--- config.mk ---
export PLATFORM = sky130hd
export DESIGN_NAME = hpm_host_port_irq
export DESIGN_NICKNAME = d
export VERILOG_FILES = /design/src/hpm_pkg.sv /design/src/hpm_event_flag.sv /design/src/hpm_lane_swap.sv /design/src/hpm_host_port_irq.sv
export SDC_FILE = /design/constraint.sdc
export NUM_CORES = 1
export LEC_CHECK = 0
export ABC_CLOCK_PERIOD_IN_PS = 2900
export BUFFER_PORTS_ARGS = -buffer_cell sky130_fd_sc_hd__buf_4
export CAP_MARGIN = 0
export CORE_ASPECT_RATIO = 0.9
export CORE_UTILIZATION = 48
export CTS_CLUSTER_SIZE = 30
export DETAILED_ROUTE_END_ITERATION = 10
export PLACE_DENSITY_LB_ADDON = 0.3
export SYNTH_ARGS = -nofsm -noshare
export SYNTH_HDL_FRONTEND = slang
export SYNTH_SLANG_ARGS = --single-unit
--- constraint.sdc ---
create_clock -name core_clk -period 2.9 [get_ports core_clk]
set_clock_uncertainty 0.15 [all_clocks]
set_input_delay 0.145 -clock core_clk [delete_from_list [all_inputs] [get_ports core_clk]]
set_output_delay 0.145 -clock core_clk [all_outputs]
set_load 0.05 [all_outputs]
--- src/hpm_pkg.sv ---
// Shared constants of the host-port interrupt routing and mailbox block
package hpm_pkg;
   // ************************************************
   // Register locations
   // ************************************************
   localparam logic [15:0] BREAKPOINT_ADDR = 16'h0140;
   localparam logic [15:0] ROUTING_ADDR    = 16'h0142;
   localparam logic [15:0] MSG1_ADDR       = 16'h0144;
   localparam logic [15:0] MSG2_ADDR       = 16'h0148;
   localparam logic [15:0] MAILBOX_ADDR    = 16'hc0c6;

   // ************************************************
   // Reset values and masks
   // ************************************************
   localparam logic [15:0] BREAKPOINT_RESET = 16'h0000;
   localparam logic [15:0] ROUTING_RESET    = 16'h1400;
   localparam logic [15:0] ROUTING_MASK     = 16'hffcf;
   localparam logic [15:0] MAILBOX_RESET    = 16'h0000;
   localparam logic [15:0] READ_ZERO        = 16'h0000;
   localparam logic [15:0] STATUS_RESET     = 16'h0000;

   // ************************************************
   // Routing word fields
   // ************************************************
   localparam int VBUS_TO_HOST   = 15;
   localparam int ID_TO_HOST     = 14;
   localparam int FRAME2_TO_HOST = 13;
   localparam int FRAME2_TO_CPU  = 12;
   localparam int FRAME1_TO_HOST = 11;
   localparam int FRAME1_TO_CPU  = 10;
   localparam int RESET2_TO_HOST = 9;
   localparam int SWAP_HIGH_BIT  = 8;
   localparam int RESUME2_TO_HOST = 7;
   localparam int RESUME1_TO_HOST = 6;
   localparam int DONE2_TO_HOST  = 3;
   localparam int DONE1_TO_HOST  = 2;
   localparam int RESET1_TO_HOST = 1;
   localparam int SWAP_LOW_BIT   = 0;

   // ************************************************
   // CPU-side interrupt vector positions
   // ************************************************
   localparam int CPU_VBUS    = 0;
   localparam int CPU_ID      = 1;
   localparam int CPU_FRAME2  = 2;
   localparam int CPU_FRAME1  = 3;
   localparam int CPU_RESET2  = 4;
   localparam int CPU_RESUME2 = 5;
   localparam int CPU_RESUME1 = 6;
   localparam int CPU_DONE2   = 7;
   localparam int CPU_DONE1   = 8;
   localparam int CPU_RESET1  = 9;
   localparam int CPU_IRQ_W   = 10;
endpackage

--- src/hpm_event_flag.sv ---
// Sticky event flag with set winning over clear
`timescale 1ns/1ps
module hpm_event_flag (
   input  wire logic core_clk,
   input  wire logic reset,
   input  wire logic setEvent,
   input  wire logic clearEvent,
   output logic      flag
);
   // ************************************************
   // Flag storage
   // ************************************************
   always_ff @(posedge core_clk or posedge reset) begin
      if (reset) begin
         flag <= 1'b0;
      end else if (setEvent) begin
         flag <= 1'b1;
      end else if (clearEvent) begin
         flag <= 1'b0;
      end
   end
endmodule // hpm_event_flag

--- src/hpm_lane_swap.sv ---
// Byte lane exchange on the host data path
`timescale 1ns/1ps
module hpm_lane_swap (
   input  wire logic [15:0] dataIn,
   input  wire logic        swapOn,
   output logic      [15:0] dataOut
);
   // ************************************************
   // Lane select
   // ************************************************
   always_comb begin
      if (swapOn) begin
         dataOut = {dataIn[7:0], dataIn[15:8]};
      end else begin
         dataOut = dataIn;
      end
   end
endmodule // hpm_lane_swap

--- src/hpm_host_port_irq.sv ---
// Host-port breakpoint, interrupt routing, message and mailbox logic
//
// Summary of operation
// Breakpoint word at 0x0140, host read/write, CPU read only.
// Program counter matching a nonzero breakpoint raises breakpoint vector 127.
// Breakpoint interrupt stays pending until zero is written there.
// Routing word at 0x0142, host read/write, CPU read only.
// Routed source drives host interrupt pin and host status word.
// Routing picks destination only; engine enables decide firing.
// Bit 15 routes VBUS, bit 14 routes ID interrupt to host.
// Frame interrupts have separate host and CPU bits; CPU bits reset 1.
// Firmware lets only one side clear a doubly routed frame interrupt.
// Bits 9 and 1 route bus-reset of ports 2 and 1 to host.
// Bits 7 and 6 route resume of ports 2 and 1 to host.
// Bits 3 and 2 route transfer-done of engines 2 and 1 to host.
// Software writes both swap bits with one value.
// Swap '00' keeps byte lanes; swap '11' exchanges them.
// Any CPU write to message word sets its flag and host interrupt.
// Host read of a message location clears its flag.
// Shared 16-bit mailbox at 0xC0C6, zero after reset.
// CPU mailbox write asserts host pin; host mailbox read drops it.
// Host mailbox write raises receive-full; CPU mailbox read clears.
// Host mailbox read raises transmit-empty; CPU mailbox write clears.
// Host pin is OR of routed sources, message flags, mailbox pending.
`timescale 1ns/1ps
module hpm_host_port_irq (
   input  wire logic        core_clk,
   input  wire logic        reset,
   input  wire logic [15:0] hostAddr,
   input  wire logic        hostWrite,
   input  wire logic        hostRead,
   input  wire logic [15:0] hostWdata,
   output logic      [15:0] hostRdata,
   output logic      [15:0] hostStatus,
   output logic             hostIrqPin,
   input  wire logic [15:0] cpuAddr,
   input  wire logic        cpuWrite,
   input  wire logic        cpuRead,
   input  wire logic [15:0] cpuWdata,
   output logic      [15:0] cpuRdata,
   input  wire logic [15:0] cpuPc,
   output logic             breakpointVector,
   input  wire logic        rxFullEnable,
   input  wire logic        txEmptyEnable,
   output logic             mailboxRxFullIrq,
   output logic             mailboxTxEmptyIrq,
   input  wire logic        vbusIrq,
   input  wire logic        idIrq,
   input  wire logic        frame2Irq,
   input  wire logic        frame1Irq,
   input  wire logic        reset2Irq,
   input  wire logic        resume2Irq,
   input  wire logic        resume1Irq,
   input  wire logic        done2Irq,
   input  wire logic        done1Irq,
   input  wire logic        reset1Irq,
   output logic      [9:0]  cpuIrq
);
   // ************************************************
   // Storage and internal signals
   // ************************************************
   logic [15:0] breakpointAddr, routing, mailbox;
   logic [15:0] hostWordIn, hostWordOut, next_hostWord;
   logic [15:0] next_cpuRdata, next_status;
   logic [9:0]  next_cpuIrq;
   logic        next_hostIrq, swapOn, pcMatch, breakPending, routedAny;
   logic        hostWrBreak, hostRdBreak, hostWrRoute, hostRdRoute;
   logic        hostRdMsg1, hostRdMsg2, hostWrMbox, hostRdMbox;
   logic        cpuWrMsg1, cpuWrMsg2, cpuWrMbox, cpuRdMbox;
   logic        msg1Flag, msg2Flag, mboxOutFlag, mboxInFlag, txEmptyFlag;

   // ************************************************
   // Address decode
   // ************************************************
   assign hostWrBreak = hostWrite && (hostAddr == hpm_pkg::BREAKPOINT_ADDR);
   assign hostRdBreak = hostRead && (hostAddr == hpm_pkg::BREAKPOINT_ADDR);
   assign hostWrRoute = hostWrite && (hostAddr == hpm_pkg::ROUTING_ADDR);
   assign hostRdRoute = hostRead && (hostAddr == hpm_pkg::ROUTING_ADDR);
   assign hostRdMsg1  = hostRead && (hostAddr == hpm_pkg::MSG1_ADDR);
   assign hostRdMsg2  = hostRead && (hostAddr == hpm_pkg::MSG2_ADDR);
   assign hostWrMbox  = hostWrite && (hostAddr == hpm_pkg::MAILBOX_ADDR);
   assign hostRdMbox  = hostRead && (hostAddr == hpm_pkg::MAILBOX_ADDR);
   assign cpuWrMsg1   = cpuWrite && (cpuAddr == hpm_pkg::MSG1_ADDR);
   assign cpuWrMsg2   = cpuWrite && (cpuAddr == hpm_pkg::MSG2_ADDR);
   assign cpuWrMbox   = cpuWrite && (cpuAddr == hpm_pkg::MAILBOX_ADDR);
   assign cpuRdMbox   = cpuRead && (cpuAddr == hpm_pkg::MAILBOX_ADDR);

   // ************************************************
   // Host data lane swap
   // ************************************************
   // lane exchange select
   assign swapOn = routing[hpm_pkg::SWAP_HIGH_BIT] &&
                   routing[hpm_pkg::SWAP_LOW_BIT];

   hpm_lane_swap u_swapIn (
      .dataIn  (hostWdata),
      .swapOn  (swapOn),
      .dataOut (hostWordIn)
   );

   // read lanes exchanged
   hpm_lane_swap u_swapOut (
      .dataIn  (next_hostWord),
      .swapOn  (swapOn),
      .dataOut (hostWordOut)
   );

   // ************************************************
   // Breakpoint word
   // ************************************************
   // host-only write path
   always_ff @(posedge core_clk or posedge reset) begin
      if (reset) begin
         breakpointAddr <= hpm_pkg::BREAKPOINT_RESET;
      end else if (hostWrBreak) begin
         breakpointAddr <= hostWordIn;
      end
   end
   // program counter compare
   assign pcMatch = (cpuPc == breakpointAddr) &&
                    (breakpointAddr != hpm_pkg::READ_ZERO);
   // pending until zero written
   hpm_event_flag u_breakFlag (
      .core_clk   (core_clk),
      .reset      (reset),
      .setEvent   (pcMatch),
      .clearEvent (hostWrBreak && (hostWordIn == hpm_pkg::READ_ZERO)),
      .flag       (breakPending)
   );
   // vector 127 output
   always_ff @(posedge core_clk or posedge reset) begin
      if (reset) begin
         breakpointVector <= 1'b0;
      end else begin
         breakpointVector <= breakPending;
      end
   end

   // ************************************************
   // Routing word
   // ************************************************
   // host write, CPU read only
   // CPU frame bits reset to one
   always_ff @(posedge core_clk or posedge reset) begin
      if (reset) begin
         routing <= hpm_pkg::ROUTING_RESET;
      end else if (hostWrRoute) begin
         routing <= hostWordIn & hpm_pkg::ROUTING_MASK;
      end
   end

   // ************************************************
   // Message flags
   // ************************************************
   // write sets engine 1 flag
   // host read clears it
   hpm_event_flag u_msg1Flag (
      .core_clk   (core_clk),
      .reset      (reset),
      .setEvent   (cpuWrMsg1),
      .clearEvent (hostRdMsg1),
      .flag       (msg1Flag)
   );

   // write sets engine 2 flag
   // host read clears it
   hpm_event_flag u_msg2Flag (
      .core_clk   (core_clk),
      .reset      (reset),
      .setEvent   (cpuWrMsg2),
      .clearEvent (hostRdMsg2),
      .flag       (msg2Flag)
   );

   // ************************************************
   // Shared mailbox
   // ************************************************
   // shared word, zero at reset
   always_ff @(posedge core_clk or posedge reset) begin
      if (reset) begin
         mailbox <= hpm_pkg::MAILBOX_RESET;
      end else if (hostWrMbox) begin
         mailbox <= hostWordIn;
      end else if (cpuWrMbox) begin
         mailbox <= cpuWdata;
      end
   end
   // outgoing data waiting
   hpm_event_flag u_mboxOut (
      .core_clk   (core_clk),
      .reset      (reset),
      .setEvent   (cpuWrMbox),
      .clearEvent (hostRdMbox),
      .flag       (mboxOutFlag)
   );
   // receive-full flag
   hpm_event_flag u_mboxIn (
      .core_clk   (core_clk),
      .reset      (reset),
      .setEvent   (hostWrMbox),
      .clearEvent (cpuRdMbox),
      .flag       (mboxInFlag)
   );
   // transmit-empty flag
   hpm_event_flag u_txEmpty (
      .core_clk   (core_clk),
      .reset      (reset),
      .setEvent   (hostRdMbox),
      .clearEvent (cpuWrMbox),
      .flag       (txEmptyFlag)
   );

   // gated receive-full interrupt
   // gated transmit-empty interrupt
   always_ff @(posedge core_clk or posedge reset) begin
      if (reset) begin
         mailboxRxFullIrq  <= 1'b0;
         mailboxTxEmptyIrq <= 1'b0;
      end else begin
         mailboxRxFullIrq  <= mboxInFlag && rxFullEnable;
         mailboxTxEmptyIrq <= txEmptyFlag && txEmptyEnable;
      end
   end

   // ************************************************
   // Interrupt routing
   // ************************************************
   // routed sources into status
   // sources arrive already enabled
   always_comb begin
      next_status = hpm_pkg::STATUS_RESET;
      // VBUS and ID to host
      next_status[15] = vbusIrq && routing[hpm_pkg::VBUS_TO_HOST];
      next_status[14] = idIrq && routing[hpm_pkg::ID_TO_HOST];
      // frame host bits
      next_status[12] = frame2Irq && routing[hpm_pkg::FRAME2_TO_HOST];
      next_status[10] = frame1Irq && routing[hpm_pkg::FRAME1_TO_HOST];
      // bus-reset to host
      next_status[9]  = reset2Irq && routing[hpm_pkg::RESET2_TO_HOST];
      next_status[8]  = mboxInFlag;
      // resume to host
      next_status[7]  = resume2Irq && routing[hpm_pkg::RESUME2_TO_HOST];
      next_status[6]  = resume1Irq && routing[hpm_pkg::RESUME1_TO_HOST];
      next_status[5]  = msg2Flag;
      next_status[4]  = msg1Flag;
      // transfer-done to host
      next_status[3]  = done2Irq && routing[hpm_pkg::DONE2_TO_HOST];
      next_status[2]  = done1Irq && routing[hpm_pkg::DONE1_TO_HOST];
      next_status[1]  = reset1Irq && routing[hpm_pkg::RESET1_TO_HOST];
      next_status[0]  = mboxOutFlag;
   end
   // unrouted sources stay with CPU
   always_comb begin
      next_cpuIrq = '0;
      next_cpuIrq[hpm_pkg::CPU_VBUS]    = vbusIrq &&
                                          !routing[hpm_pkg::VBUS_TO_HOST];
      next_cpuIrq[hpm_pkg::CPU_ID]      = idIrq &&
                                          !routing[hpm_pkg::ID_TO_HOST];
      // independent CPU frame bits
      // both sides may see frame
      next_cpuIrq[hpm_pkg::CPU_FRAME2]  = frame2Irq &&
                                          routing[hpm_pkg::FRAME2_TO_CPU];
      next_cpuIrq[hpm_pkg::CPU_FRAME1]  = frame1Irq &&
                                          routing[hpm_pkg::FRAME1_TO_CPU];
      next_cpuIrq[hpm_pkg::CPU_RESET2]  = reset2Irq &&
                                          !routing[hpm_pkg::RESET2_TO_HOST];
      next_cpuIrq[hpm_pkg::CPU_RESUME2] = resume2Irq &&
                                          !routing[hpm_pkg::RESUME2_TO_HOST];
      next_cpuIrq[hpm_pkg::CPU_RESUME1] = resume1Irq &&
                                          !routing[hpm_pkg::RESUME1_TO_HOST];
      next_cpuIrq[hpm_pkg::CPU_DONE2]   = done2Irq &&
                                          !routing[hpm_pkg::DONE2_TO_HOST];
      next_cpuIrq[hpm_pkg::CPU_DONE1]   = done1Irq &&
                                          !routing[hpm_pkg::DONE1_TO_HOST];
      next_cpuIrq[hpm_pkg::CPU_RESET1]  = reset1Irq &&
                                          !routing[hpm_pkg::RESET1_TO_HOST];
   end

   // OR of host-bound causes
   assign routedAny = |{next_status[15:9], next_status[7:6], next_status[3:1]};
   // message flags drive pin
   // mailbox pending drives pin
   assign next_hostIrq = routedAny || msg1Flag || msg2Flag || mboxOutFlag;
   always_ff @(posedge core_clk or posedge reset) begin
      if (reset) begin
         hostStatus <= hpm_pkg::STATUS_RESET;
         hostIrqPin <= 1'b0;
         cpuIrq     <= '0;
      end else begin
         hostStatus <= next_status;
         hostIrqPin <= next_hostIrq;
         cpuIrq     <= next_cpuIrq;
      end
   end

   // ************************************************
   // Read data
   // ************************************************
   always_comb begin
      next_hostWord = hpm_pkg::READ_ZERO;
      if (hostRdBreak) begin
         next_hostWord = breakpointAddr;
      end else if (hostRdRoute) begin
         next_hostWord = routing;
      end else if (hostRdMbox) begin
         next_hostWord = mailbox;
      end
   end

   // CPU reads breakpoint
   // CPU reads routing
   always_comb begin
      next_cpuRdata = hpm_pkg::READ_ZERO;
      if (cpuRead) begin
         unique case (cpuAddr)
            hpm_pkg::BREAKPOINT_ADDR: next_cpuRdata = breakpointAddr;
            hpm_pkg::ROUTING_ADDR:    next_cpuRdata = routing;
            hpm_pkg::MAILBOX_ADDR:    next_cpuRdata = mailbox;
            default:                  next_cpuRdata = hpm_pkg::READ_ZERO;
         endcase
      end
   end

   always_ff @(posedge core_clk or posedge reset) begin
      if (reset) begin
         hostRdata <= hpm_pkg::READ_ZERO;
         cpuRdata  <= hpm_pkg::READ_ZERO;
      end else begin
         if (hostRead) begin
            hostRdata <= hostWordOut;
         end
         if (cpuRead) begin
            cpuRdata <= next_cpuRdata;
         end
      end
   end
endmodule // hpm_host_port_irq

Word level (Yosys, flattened, before mapping)
Cells that the tools add are included.
{"block": "word_totals", "n_memories": 0, "regBits": 112, "latchBits": 0, "mem_bits_rw": 0, "mem_bits_ro": 0, "input_bits": 98}
{"block": "op_classes", "n_mux": 20, "n_bitwise": 0, "multipliers": 0, "n_reduce_logical": 57, "n_shift": 0, "n_lt_le_gt_ge": 0, "n_addsub": 0, "eq_ne": 11, "div": 0}
{"operator": "$eq A16 B9 Y1 const B", "n": 8}
{"operator": "$mux W16", "n": 7}
{"operator": "$pmux W16 S3", "n": 1}
{"operator": "$logic_and A1 B1 Y1", "n": 37}
{"operator": "$eq A16 B16 Y1 const B", "n": 2}
{"operator": "$eq A16 B16 Y1", "n": 1}
{"operator": "$logic_not A16 Y1", "n": 1}
{"operator": "$reduce_bool A16 Y1", "n": 1}
{"operator": "$mux W1", "n": 12}
{"operator": "$reduce_bool A2 Y1", "n": 6}
{"operator": "$reduce_or A10 Y1", "n": 1}
{"operator": "$logic_not A1 Y1", "n": 8}
{"operator": "$logic_or A1 B1 Y1", "n": 3}

Longest topological paths before layout
Gate-level depths: netlist (run 1).
{"block": "logic_depth", "word_depth": 6, "ltp_mapped": 8, "mapped_depth_nobuf": 5}

Cells and area by module
Synthesis (run 1) repeated with hierarchy kept, for this count alone.
{"block": "hier_totals", "cells_unflattened": 517, "hier_area_um2": 5987.0}
{"module": "hpm_host_port_irq", "instances": 1, "cells_each": 457, "seq_area_each_um2": 2655.0, "area_per_inst_um2": 5248.8}
{"module": "hpm_lane_swap", "instances": 2, "cells_each": 18, "seq_area_each_um2": 0.0, "area_per_inst_um2": 249.0}
{"module": "hpm_event_flag", "instances": 6, "cells_each": 4, "seq_area_each_um2": 25.0, "area_per_inst_um2": 40.0}

Least setup slack after synthesis (run 1)
OpenSTA, ideal clock, no wires.
{"block": "synth_path", "path_kind": "reg-to-reg", "startpoint": "register routing[8]", "endpoint": "register mailbox[15]", "required_time_ns": 2.620, "stages_incl_launch_ff": 6, "setup_slack_ns": 1.155, "t_arrival_ns": 1.464, "synth_period_minus_slack_ns": 1.745, "cell_sequence": "dfrtp_1 and2_1 clkbuf_1 clkbuf_1 mux2i_1 a21oi_1"}
{"block": "synth_via", "elab_chain_cells": 3}
{"item": "start, declared", "line_no": "hpm_host_port_irq.sv:62", "text": "logic [15:0] breakpointAddr, routing, mailbox;"}
{"item": "start signal, assigned", "line_no": "hpm_host_port_irq.sv:146", "text": "routing <= hpm_pkg::ROUTING_RESET;"}
{"item": "start signal, assigned", "line_no": "hpm_host_port_irq.sv:148", "text": "routing <= hostWordIn & hpm_pkg::ROUTING_MASK;"}
{"item": "$logic_and A1 B1 Y1", "line_no": "hpm_host_port_irq.sv:92", "text": "assign swapOn = routing[hpm_pkg::SWAP_HIGH_BIT] &&"}
{"item": "$mux W16", "line_no": "hpm_lane_swap.sv:12", "text": "if (swapOn) begin"}
{"item": "$mux W16", "line_no": "hpm_host_port_irq.sv:182", "text": "end else if (hostWrMbox) begin"}
{"item": "end signal, assigned", "line_no": "hpm_host_port_irq.sv:181", "text": "mailbox <= hpm_pkg::MAILBOX_RESET;"}
{"item": "end signal, assigned", "line_no": "hpm_host_port_irq.sv:183", "text": "mailbox <= hostWordIn;"}
{"item": "end signal, assigned", "line_no": "hpm_host_port_irq.sv:185", "text": "mailbox <= cpuWdata;"}
{"item": "end, declared", "line_no": "hpm_host_port_irq.sv:62"}
Every way passes these cells.
A chain may end at the register's enable or synchronous reset.

Worst setup path after layout (run 1)
{"block": "layout_path", "startpoint": "register breakpointAddr[11]", "endpoint": "register u_breakFlag.flag"}
{"block": "layout_via", "elab_chain_cells": 3, "word_cells_on_any_way": 5, "classes_between": "eq/ne: 1; mux: 1; reduce/logical: 3"}
{"item": "start, declared", "line_no": "hpm_host_port_irq.sv:62"}
{"item": "start signal, assigned", "line_no": "hpm_host_port_irq.sv:114", "text": "breakpointAddr <= hpm_pkg::BREAKPOINT_RESET;"}
{"item": "start signal, assigned", "line_no": "hpm_host_port_irq.sv:116", "text": "breakpointAddr <= hostWordIn;"}
{"item": "$eq A16 B16 Y1 or $reduce_bool A16 Y1 (tied branches)", "line_no": "hpm_host_port_irq.sv:120, hpm_host_port_irq.sv:121"}
{"item": "$logic_and A1 B1 Y1 (*)", "line_no": "hpm_host_port_irq.sv:120", "text": "assign pcMatch = (cpuPc == breakpointAddr) &&"}
{"item": "$mux W1 or $reduce_bool A2 Y1 (tied branches)"}
{"item": "end signal, assigned", "line_no": "hpm_event_flag.sv:15", "text": "flag <= 1'b0;"}
{"item": "end signal, assigned", "line_no": "hpm_event_flag.sv:17", "text": "flag <= 1'b1;"}
{"item": "end signal, assigned", "line_no": "hpm_event_flag.sv:19", "text": "flag <= 1'b0;"}
{"item": "end, declared", "line_no": "hpm_event_flag.sv:8", "text": "output logic flag"}
Mark *: on every way between the ends. The rest lies on a longest branch, timed or not.

==> results of run 1 <==
==> cells by family after synthesis <==
kind of cell           Yosys count
other                            1
AND/OR/NAND/NOR                208
multiplexers                    30
XOR/XNOR                        16
buffers and inverters           56
AO/OA/AOI/OAI                  156
flip-flops                     112
==> worst paths after layout <==
| path | depth (start not counted) | startpoint | end | slack [ns] |
|---|---|---|---|---|
| setup / recovery | 5 | breakpointAddr[11]$_DFFE_PP0P_ | u_breakFlag.flag$_DFFE_PP0P_ | 0.40 |
| hold / removal | 3 | hostWdata[5] | mailbox[5]$_DFFE_PP0P_ | 0.01 |
| setup reg to reg | 5 | breakpointAddr[11]$_DFFE_PP0P_ | u_breakFlag.flag$_DFFE_PP0P_ | 0.40 |
| hold reg to reg | 0 | u_msg2Flag.flag$_DFFE_PP0P_ | hostStatus[5]$_DFF_PP0_ | 0.25 |
| max in group asynchronous | 4 | reset | hostRdata[14]$_DFFE_PP0P_ | 1.52 |
| min in group asynchronous | 3 | reset | cpuRdata[10]$_DFFE_PP0P_ | 0.26 |
==> area by class of cell <==
class	instances	area (µm²)	area share [%]
Multi-Input combinational cell	412	2660	35.6
Timing Repair Buffer	188	1470	19.7
Clock inverter	4	45.0	0.603
Sequential cell	112	2810	37.6
Tap cell	156	195	2.61
Inverter	15	60.1	0.804
Clock buffer	12	236	3.17
==> layout by cell type, fill, tap and decap left out, drive strengths merged, types with 17 or more instances in the layout <==
master	netlist	layout
buf	22	170
a221oi	17	17
o21ai	40	40
mux2i	30	30
dlygate4sd3	0	18
nand3	19	19
nor2b	30	30
nor2	42	42
a21oi	57	57
dfrtp	110	110
nand2	31	31
and3	17	17
==> through the flow <==
step	utilization [%]	hold WS (ns)	setup WS, ns	cell area (µm²)
after floorplan	-	0.124	1.16	5730
after detailed placement	60.8	0.0960	0.601	7010
after global routing	64.8	0.00528	0.364	7470
after CTS	64.8	0.00589	0.496	7470
final	64.8	0.00988	0.402	7470
after global placement	60.8	0.0829	0.680	7010
==> flip-flops by register name, summed over array words and instances, names as in the netlist <==
register           count
cpuIrq                10
routing               14
u_msg2Flag.flag        1
hostStatus            14
hostIrqPin             1
u_mboxOut.flag         1
cpuRdata              16
mailboxRxFullIrq       1
u_txEmpty.flag         1
mailboxTxEmptyIrq      1
breakpointVector       1
u_msg1Flag.flag        1
hostRdata             16
u_mboxIn.flag          1
breakpointAddr        16
mailbox               16
u_breakFlag.flag       1
==> routing by layer <==
layer / share of wire [%] / wire length [µm]
met5: 0 / 0
met2: 48 / 8550
met1: 40 / 7020
met4: 3.2 / 556
met3: 8.6 / 1520
==> power by group through the flow <==
| stage | combinational [mW] | sequential, mW | clock, mW |
|---|---|---|---|
| 2_1_floorplan | 0.0999 | 1.62 | 0 |
| 3_3_place_gp | 0.274 | 1.60 | 0 |
| 3_5_place_dp | 0.281 | 1.60 | 0 |
| 4_1_cts | 0.299 | 1.57 | 1.22 |
| 5_1_grt | 0.326 | 1.57 | 1.29 |
| 6_report | 0.301 | 1.57 | 1.22 |
==> worst reg2reg max path, cell delays in order, from the launching register on <==
cell           delay [ns]
dfrtp_1              0.59
xnor2_1              0.17
nand4_1              0.10
dlygate4sd3_1        0.57
o31ai_1              0.25
dlygate4sd3_1        0.59
==> timing repair <==
action | 4_1_cts | 5_1_grt
endpoints found under the hold margin | 50 | 0
resized for setup | 0 | 0
hold buffers | 18 | 0
==> results.yml, run 1 <==
worst_hold_path:
  hp-class: "input port to flop"
cts:
  cts_max_path_buffers: 2
  clkLatencyLatePin_ns: 0.36
  cts_made_buffers: 9
  cts_tree: "yes"
  clk_pin_slew_ns: 0.07
  cts.sinks: 112
  post_cts_buffers: 0
  cts_root_buffer: "clkbuf_16"
  cts.htree.levels: 3
synthesis:
  synth-edff-count: 0
  synth.largest_area_cell: "dfrtp_1"
  ys_types: 55
  seq_area_frac_synth_pct: 49.0
  synth_fa_ha_area_share_pct: 0
  synth_top_family_by_area: "simple AND/OR/NAND/NOR gates"
  synth_seq_cells: 112
  synthTopCellsByArea: "dfrtp_1, mux2i_1, a21oi_1"
  yosys.area_share.xor_xnor_pct: 2.45
  avgSynthCellArea_um2: 9.89
  netlist_instances: 579
  yosys-mux-area-fraction_pct: 5.24
  async_flop_share_pct: 100
  yosysWarnings: 0
  synthSimpleGateAreaFrac_pct: 20.5
  syn_area_um2: 5730
  synth_top_area_share_pct: 48.1
  synth_most_common_cell: "dfrtp_1"
  synth-compound-area-share_pct: 18.0
  synth_top_flop_cell: "dfrtp_1"
  synth_commonest_cells: "dfrtp_1, a21oi_1, nor2_1"
timing:
  slew_viol_final: 0
  setup_viol: 0
  fin_crit_ns: 2.50
  max_slew_margin_pct: 33.7
  report.final.hold_viol_count: 0
  rsz0062_at_grt: "no"
  setup_tns_ns: 0
  final_min_period_over_clock_period_pct: 86.1
  worst_pin_slew_ns: 0.995
  max_freq_mhz: 400
final_layout:
  areaGrowthSynthToFinish_pct: 30.4
  fin_nets: 836
  insertedDiodeCount: 0
  final_cells: 899
  layout-drive-gt1-share_pct: 28.1
  fillers: 959
pwr:
  swShare_pct: 23.2
  p_clk_share_pct: 39.5
  ir_worst_vdd_mv: 0.320
  p_seq_share_pct: 50.8
  power.switching_mw: 0.716
  p_int_mw: 2.37
  combPwrFrac_pct: 9.7
  p_leak_nw: 3.52
  p_per_area_nw_per_um2: 414
  power_mw: 3.09
die:
  rows: 37
  io_pins: 160
  initial_core_util_pct: 49.7
  core_area_um2: 11500
  die_area_um2: 12400
  fp.dieH_um: 106
  die_w_um: 117
setup_path:
  path_cells: "xnor2_1, nand4_1, dlygate4sd3_1, o31ai_1, dlygate4sd3_1"
  critical-path-slowest-cell: "dfrtp_1"
  slowest_delay_ns: 0.59
  crit_type: "flop to flop"
  critPathLaunchType: "flop"
  cp_max_fo: 5
  worst_ep_required_time_ns: 3.04
  worst-path-buf-inv: 2
  critPathCaptureType: "flop"
  arrival_ns: 2.64
  cpLargestDelayFamily: "buffers and inverters"
  cp_common_cell: "dlygate4sd3_1"
run_status:
  status: "finished clean"
global_route:
  top_usage_layer: "met2"
  grt.overflow.total: 0
  grt_usage_pct: 30.5
  grt_antenna_before_repair: 0
  gr-usage-met3_pct: 7.88
  grt_use_met2_pct: 48.4
  grt_pass1_vias: 5327
  grt_pass1_wl_um: 27700
  grt_start_max_net_pins: 56
  globalRouteMet1Util_pct: 39.4
route:
  vias: 5369
  detail-route-antenna-nets: 0
  viasPerCell: 5.97
  routedWlPerCell_um: 19.6
  wl_um: 17600
  drc_errors: 0
  drt_iter0_markers: 437
  first_pass_iters: 5
place:
  dp.cells: 865
  port_buffers: 157
  globalplace.congestion: 0.887
  hpwl_um: 13000
job:
  cap_viol_max_count: 0
Power figures use the tool's default switching activity.
==> inputs of run 2 (changes only) <==
--- a/config.mk
+++ b/config.mk
@@ -5,7 +5,7 @@
 export SDC_FILE = /design/constraint.sdc
 export NUM_CORES = 1
 export LEC_CHECK = 0
-export ABC_CLOCK_PERIOD_IN_PS = 2900
+export ABC_CLOCK_PERIOD_IN_PS = 2290
 export BUFFER_PORTS_ARGS = -buffer_cell sky130_fd_sc_hd__buf_4
 export CAP_MARGIN = 0
 export CORE_ASPECT_RATIO = 0.9
@@ -15,4 +15,5 @@
 export PLACE_DENSITY_LB_ADDON = 0.3
 export SYNTH_ARGS = -nofsm -noshare
 export SYNTH_HDL_FRONTEND = slang
+export SYNTH_HIERARCHICAL = 1
 export SYNTH_SLANG_ARGS = --single-unit
==> constraint.sdc (replaced) <==
create_clock -name core_clk -period 2.29 [get_ports core_clk]
set_clock_uncertainty 0.15 [all_clocks]
set_input_delay 0.1145 -clock core_clk [delete_from_list [all_inputs] [get_ports core_clk]]
set_output_delay 0.1145 -clock core_clk [all_outputs]
set_load 0.05 [all_outputs]
==> run 2 against run 1 <==
The run now ends with negative hold slack, negative setup slack left. First-iteration DRC count grew 18%. Clock power is 26% higher. Combinational power up 35%. Highest routed layer unchanged.
==> results.yml, run 2 <==
run_status:
  status: "complete, but fails checks"
  violations: "negative hold slack, negative setup slack"
timing:
  final_min_period_over_clock_period_pct: 102
  setup_slack_ns: -0.0423
  fin_crit_ns: 2.33
  rsz0062_at_grt: "yes"
  worst_pin_slew_ns: 0.646
  setup_tns_ns: -0.0691
  report.final.hold_viol_count: 1
  setup_viol: 3
  holdWs_ns: -0.00168
  max_freq_mhz: 429
  max_slew_margin_pct: 56.9
  slew_viol_final: 0
final_layout:
  insertedDiodeCount: 0
  layout_common_cells: "buf_4, dfrtp_1, mux2_2, nor3_1"
  fillers: 913
  multiInputGateArea_um2: 2910
  finalInstanceArea_um2: 8030
  layout-drive-gt1-share_pct: 43.3
  final_common_cell: "buf_4"
  seqCellArea_um2: 2810
  fin_nets: 800
  areaGrowthSynthToFinish_pct: 34.2
  fin_util_pct: 66.3
place:
  postPlaceCellArea_um2: 7450
  globalplace.congestion: 0.983
  port_buffers: 157
  post-place-ws_ns: -0.0501
  hpwl_um: 13500
worst_hold_path:
  hp-class: "input port to flop"
  min-delay-start: "cpuWdata[6]"
  hold_depth: 4
  hold_end: "mailbox[6]$_DFFE_PP0P_"
setup_path:
  r2r_slack_ns: -0.04
  cp_max_fo: 9
  r2r-start: "routing[8]$_DFFE_PP0P_"
  cp_common_cell: "nor4_2"
  slowest_delay_ns: 0.38
  arrival_ns: 2.45
  worst_ep_required_time_ns: 2.40
  r2r-end: "u_breakFlag/flag$_DFFE_PP0P_"
  worst-path-buf-inv: 4
  r2r_cells: 10
  critPathCaptureType: "flop"
  path_cells: "inv_2, nor2_4, buf_12, buf_8, mux2_4, nor4_2, nand4_1, nor4_2, inv_1, a21o_1"
  cp_num_cells: 10
  critPathLaunchType: "flop"
  cpLargestDelayFamily: "simple AND/OR/NAND/NOR gates"
  crit_type: "flop to flop"
  critical-path-slowest-cell: "dfrtp_1"
synthesis:
  synth_seq_cells: 112
  yosys.area_share.xor_xnor_pct: 2.34
  synth_top_family_by_area: "multiplexers"
  ys_types: 45
  synth_commonest_cells: "dfrtp_1, mux2_2, nor3_1"
  synthSimpleGateAreaFrac_pct: 15.0
  synth_top_flop_cell: "dfrtp_1"
  avgSynthCellArea_um2: 11.6
  async_flop_share_pct: 100
  synth_fa_ha_area_share_pct: 0
  synth-compound-area-share_pct: 11.4
  synth-edff-count: 0
  syn_area_um2: 5990
  seq_area_frac_synth_pct: 46.9
  yosysWarnings: 6
  yosys-mux-area-fraction_pct: 18.9
  synth.largest_area_cell: "dfrtp_1"
  synth_most_common_cell: "dfrtp_1"
  netlist_instances: 517
  synthTopCellsByArea: "dfrtp_1, mux2_2, mux2_4"
  synth_top_area_share_pct: 46.0
die:
  die_area_um2: 12900
  core_area_um2: 12100
  die_w_um: 120
  rows: 38
  fp.dieH_um: 108
  initial_core_util_pct: 49.4
  io_pins: 160
route:
  routedWlPerCell_um: 21.4
  drt_iter0_markers: 515
  wl_um: 18500
  detail-route-antenna-nets: 0
  first_pass_iters: 6
  vias: 5224
  drc_errors: 0
  viasPerCell: 6.03
global_route:
  grt_pass1_wl_um: 28400
  grt_antenna_before_repair: 0
  grt_start_max_net_pins: 58
  grt_usage_pct: 29.8
  grt.overflow.total: 0
  grt_pass1_vias: 5026
job:
  cap_viol_max_count: 0
cts:
  clkLatencyLatePin_ns: 0.37
  cts_tree: "yes"
  cts.htree.levels: 3
  cts_root_buffer: "clkbuf_16"
  clk_pin_slew_ns: 0.08
  cts_max_path_buffers: 2
  cts_made_buffers: 9
  cts.sinks: 112
pwr:
  ir_worst_vdd_mv: 0.351
  p_per_area_nw_per_um2: 490
  p_leak_nw: 3.88
  power_mw: 3.94
[run 2: worst max path at each step]
stage / from / to / slack (ns)
floorplan: routing[0]$_DFFE_PP0P_ / u_breakFlag/flag$_DFFE_PP0P_ / 0.11
global placement: routing[0]$_DFFE_PP0P_ / u_breakFlag/flag$_DFFE_PP0P_ / 0.05
detailed placement: routing[0]$_DFFE_PP0P_ / u_breakFlag/flag$_DFFE_PP0P_ / -0.05
CTS: routing[8]$_DFFE_PP0P_ / u_breakFlag/flag$_DFFE_PP0P_ / 0.00007
global route: routing[8]$_DFFE_PP0P_ / u_breakFlag/flag$_DFFE_PP0P_ / -0.12
finish: routing[8]$_DFFE_PP0P_ / u_breakFlag/flag$_DFFE_PP0P_ / -0.04
[run 2: layout make-up]
| type | instances | share of cell area, % |
|---|---|---|
| timing repair buffer | 209 | 21.4 |
| clock inverter | 6 | 0.701 |
| multi-input combinational | 342 | 36.3 |
| clock buffer | 10 | 2.85 |
| tap | 160 | 2.49 |
| inverter | 28 | 1.36 |
| sequential | 112 | 34.9 |
[run 2: cells by family (layout without fill, tap and decap cells)]
| group | Yosys count | in the layout |
|---|---|---|
| and+or+nand+nor | 146 | 146 |
| DFF | 112 | 112 |
| other | 1 | 2 |
| muxes | 92 | 92 |
| AOI/OAI and AO/OA | 86 | 86 |
| xor gates and xnor gates | 16 | 16 |
| buffers and inverters | 64 | 253 |
[run 2: repair_timing]
item	in CTS	in global routing
gates resized for setup	8	3
setup endpoints to repair	1	17
pin swaps	3	3
hold buffers	17	0
setup buffers	5	5
hold endpoints to repair	83	0
[run 2: per-stage QoR]
step / cells / hold slack, ns
after CTS: 862 / 0.000296
after floorplan: 518 / -0.307
after global routing: 867 / 0.00943
final: 867 / -0.00168
after global placement: 824 / -0.131
after detailed placement: 824 / -0.137
[run 2: layer usage]
layer | track usage, % | wire length, µm
met1 | 39.0 | 7400
met2 | 47.1 | 8800
met3 | 8.02 | 1640
met4 | 12.2 | 690
met5 | 0 | 0
[run 2: report_power, final]
part           internal, mW  switching [mW]  total, mW  leakage (nW)
clock                 0.767           0.778       1.54         0.138
combinational         0.202           0.205      0.407          2.20
sequential             1.98         0.00295       1.99          1.54
total                  2.95           0.986       3.94          3.88
[run 2: tightest hold or removal path, delay by kind of cell]
kind / cells / cell delay, ns
AND/OR/NAND/NOR: 1 / 0.05
AO/OA/AOI/OAI: 2 / 0.19
buffers and inverters: 1 / 0.11
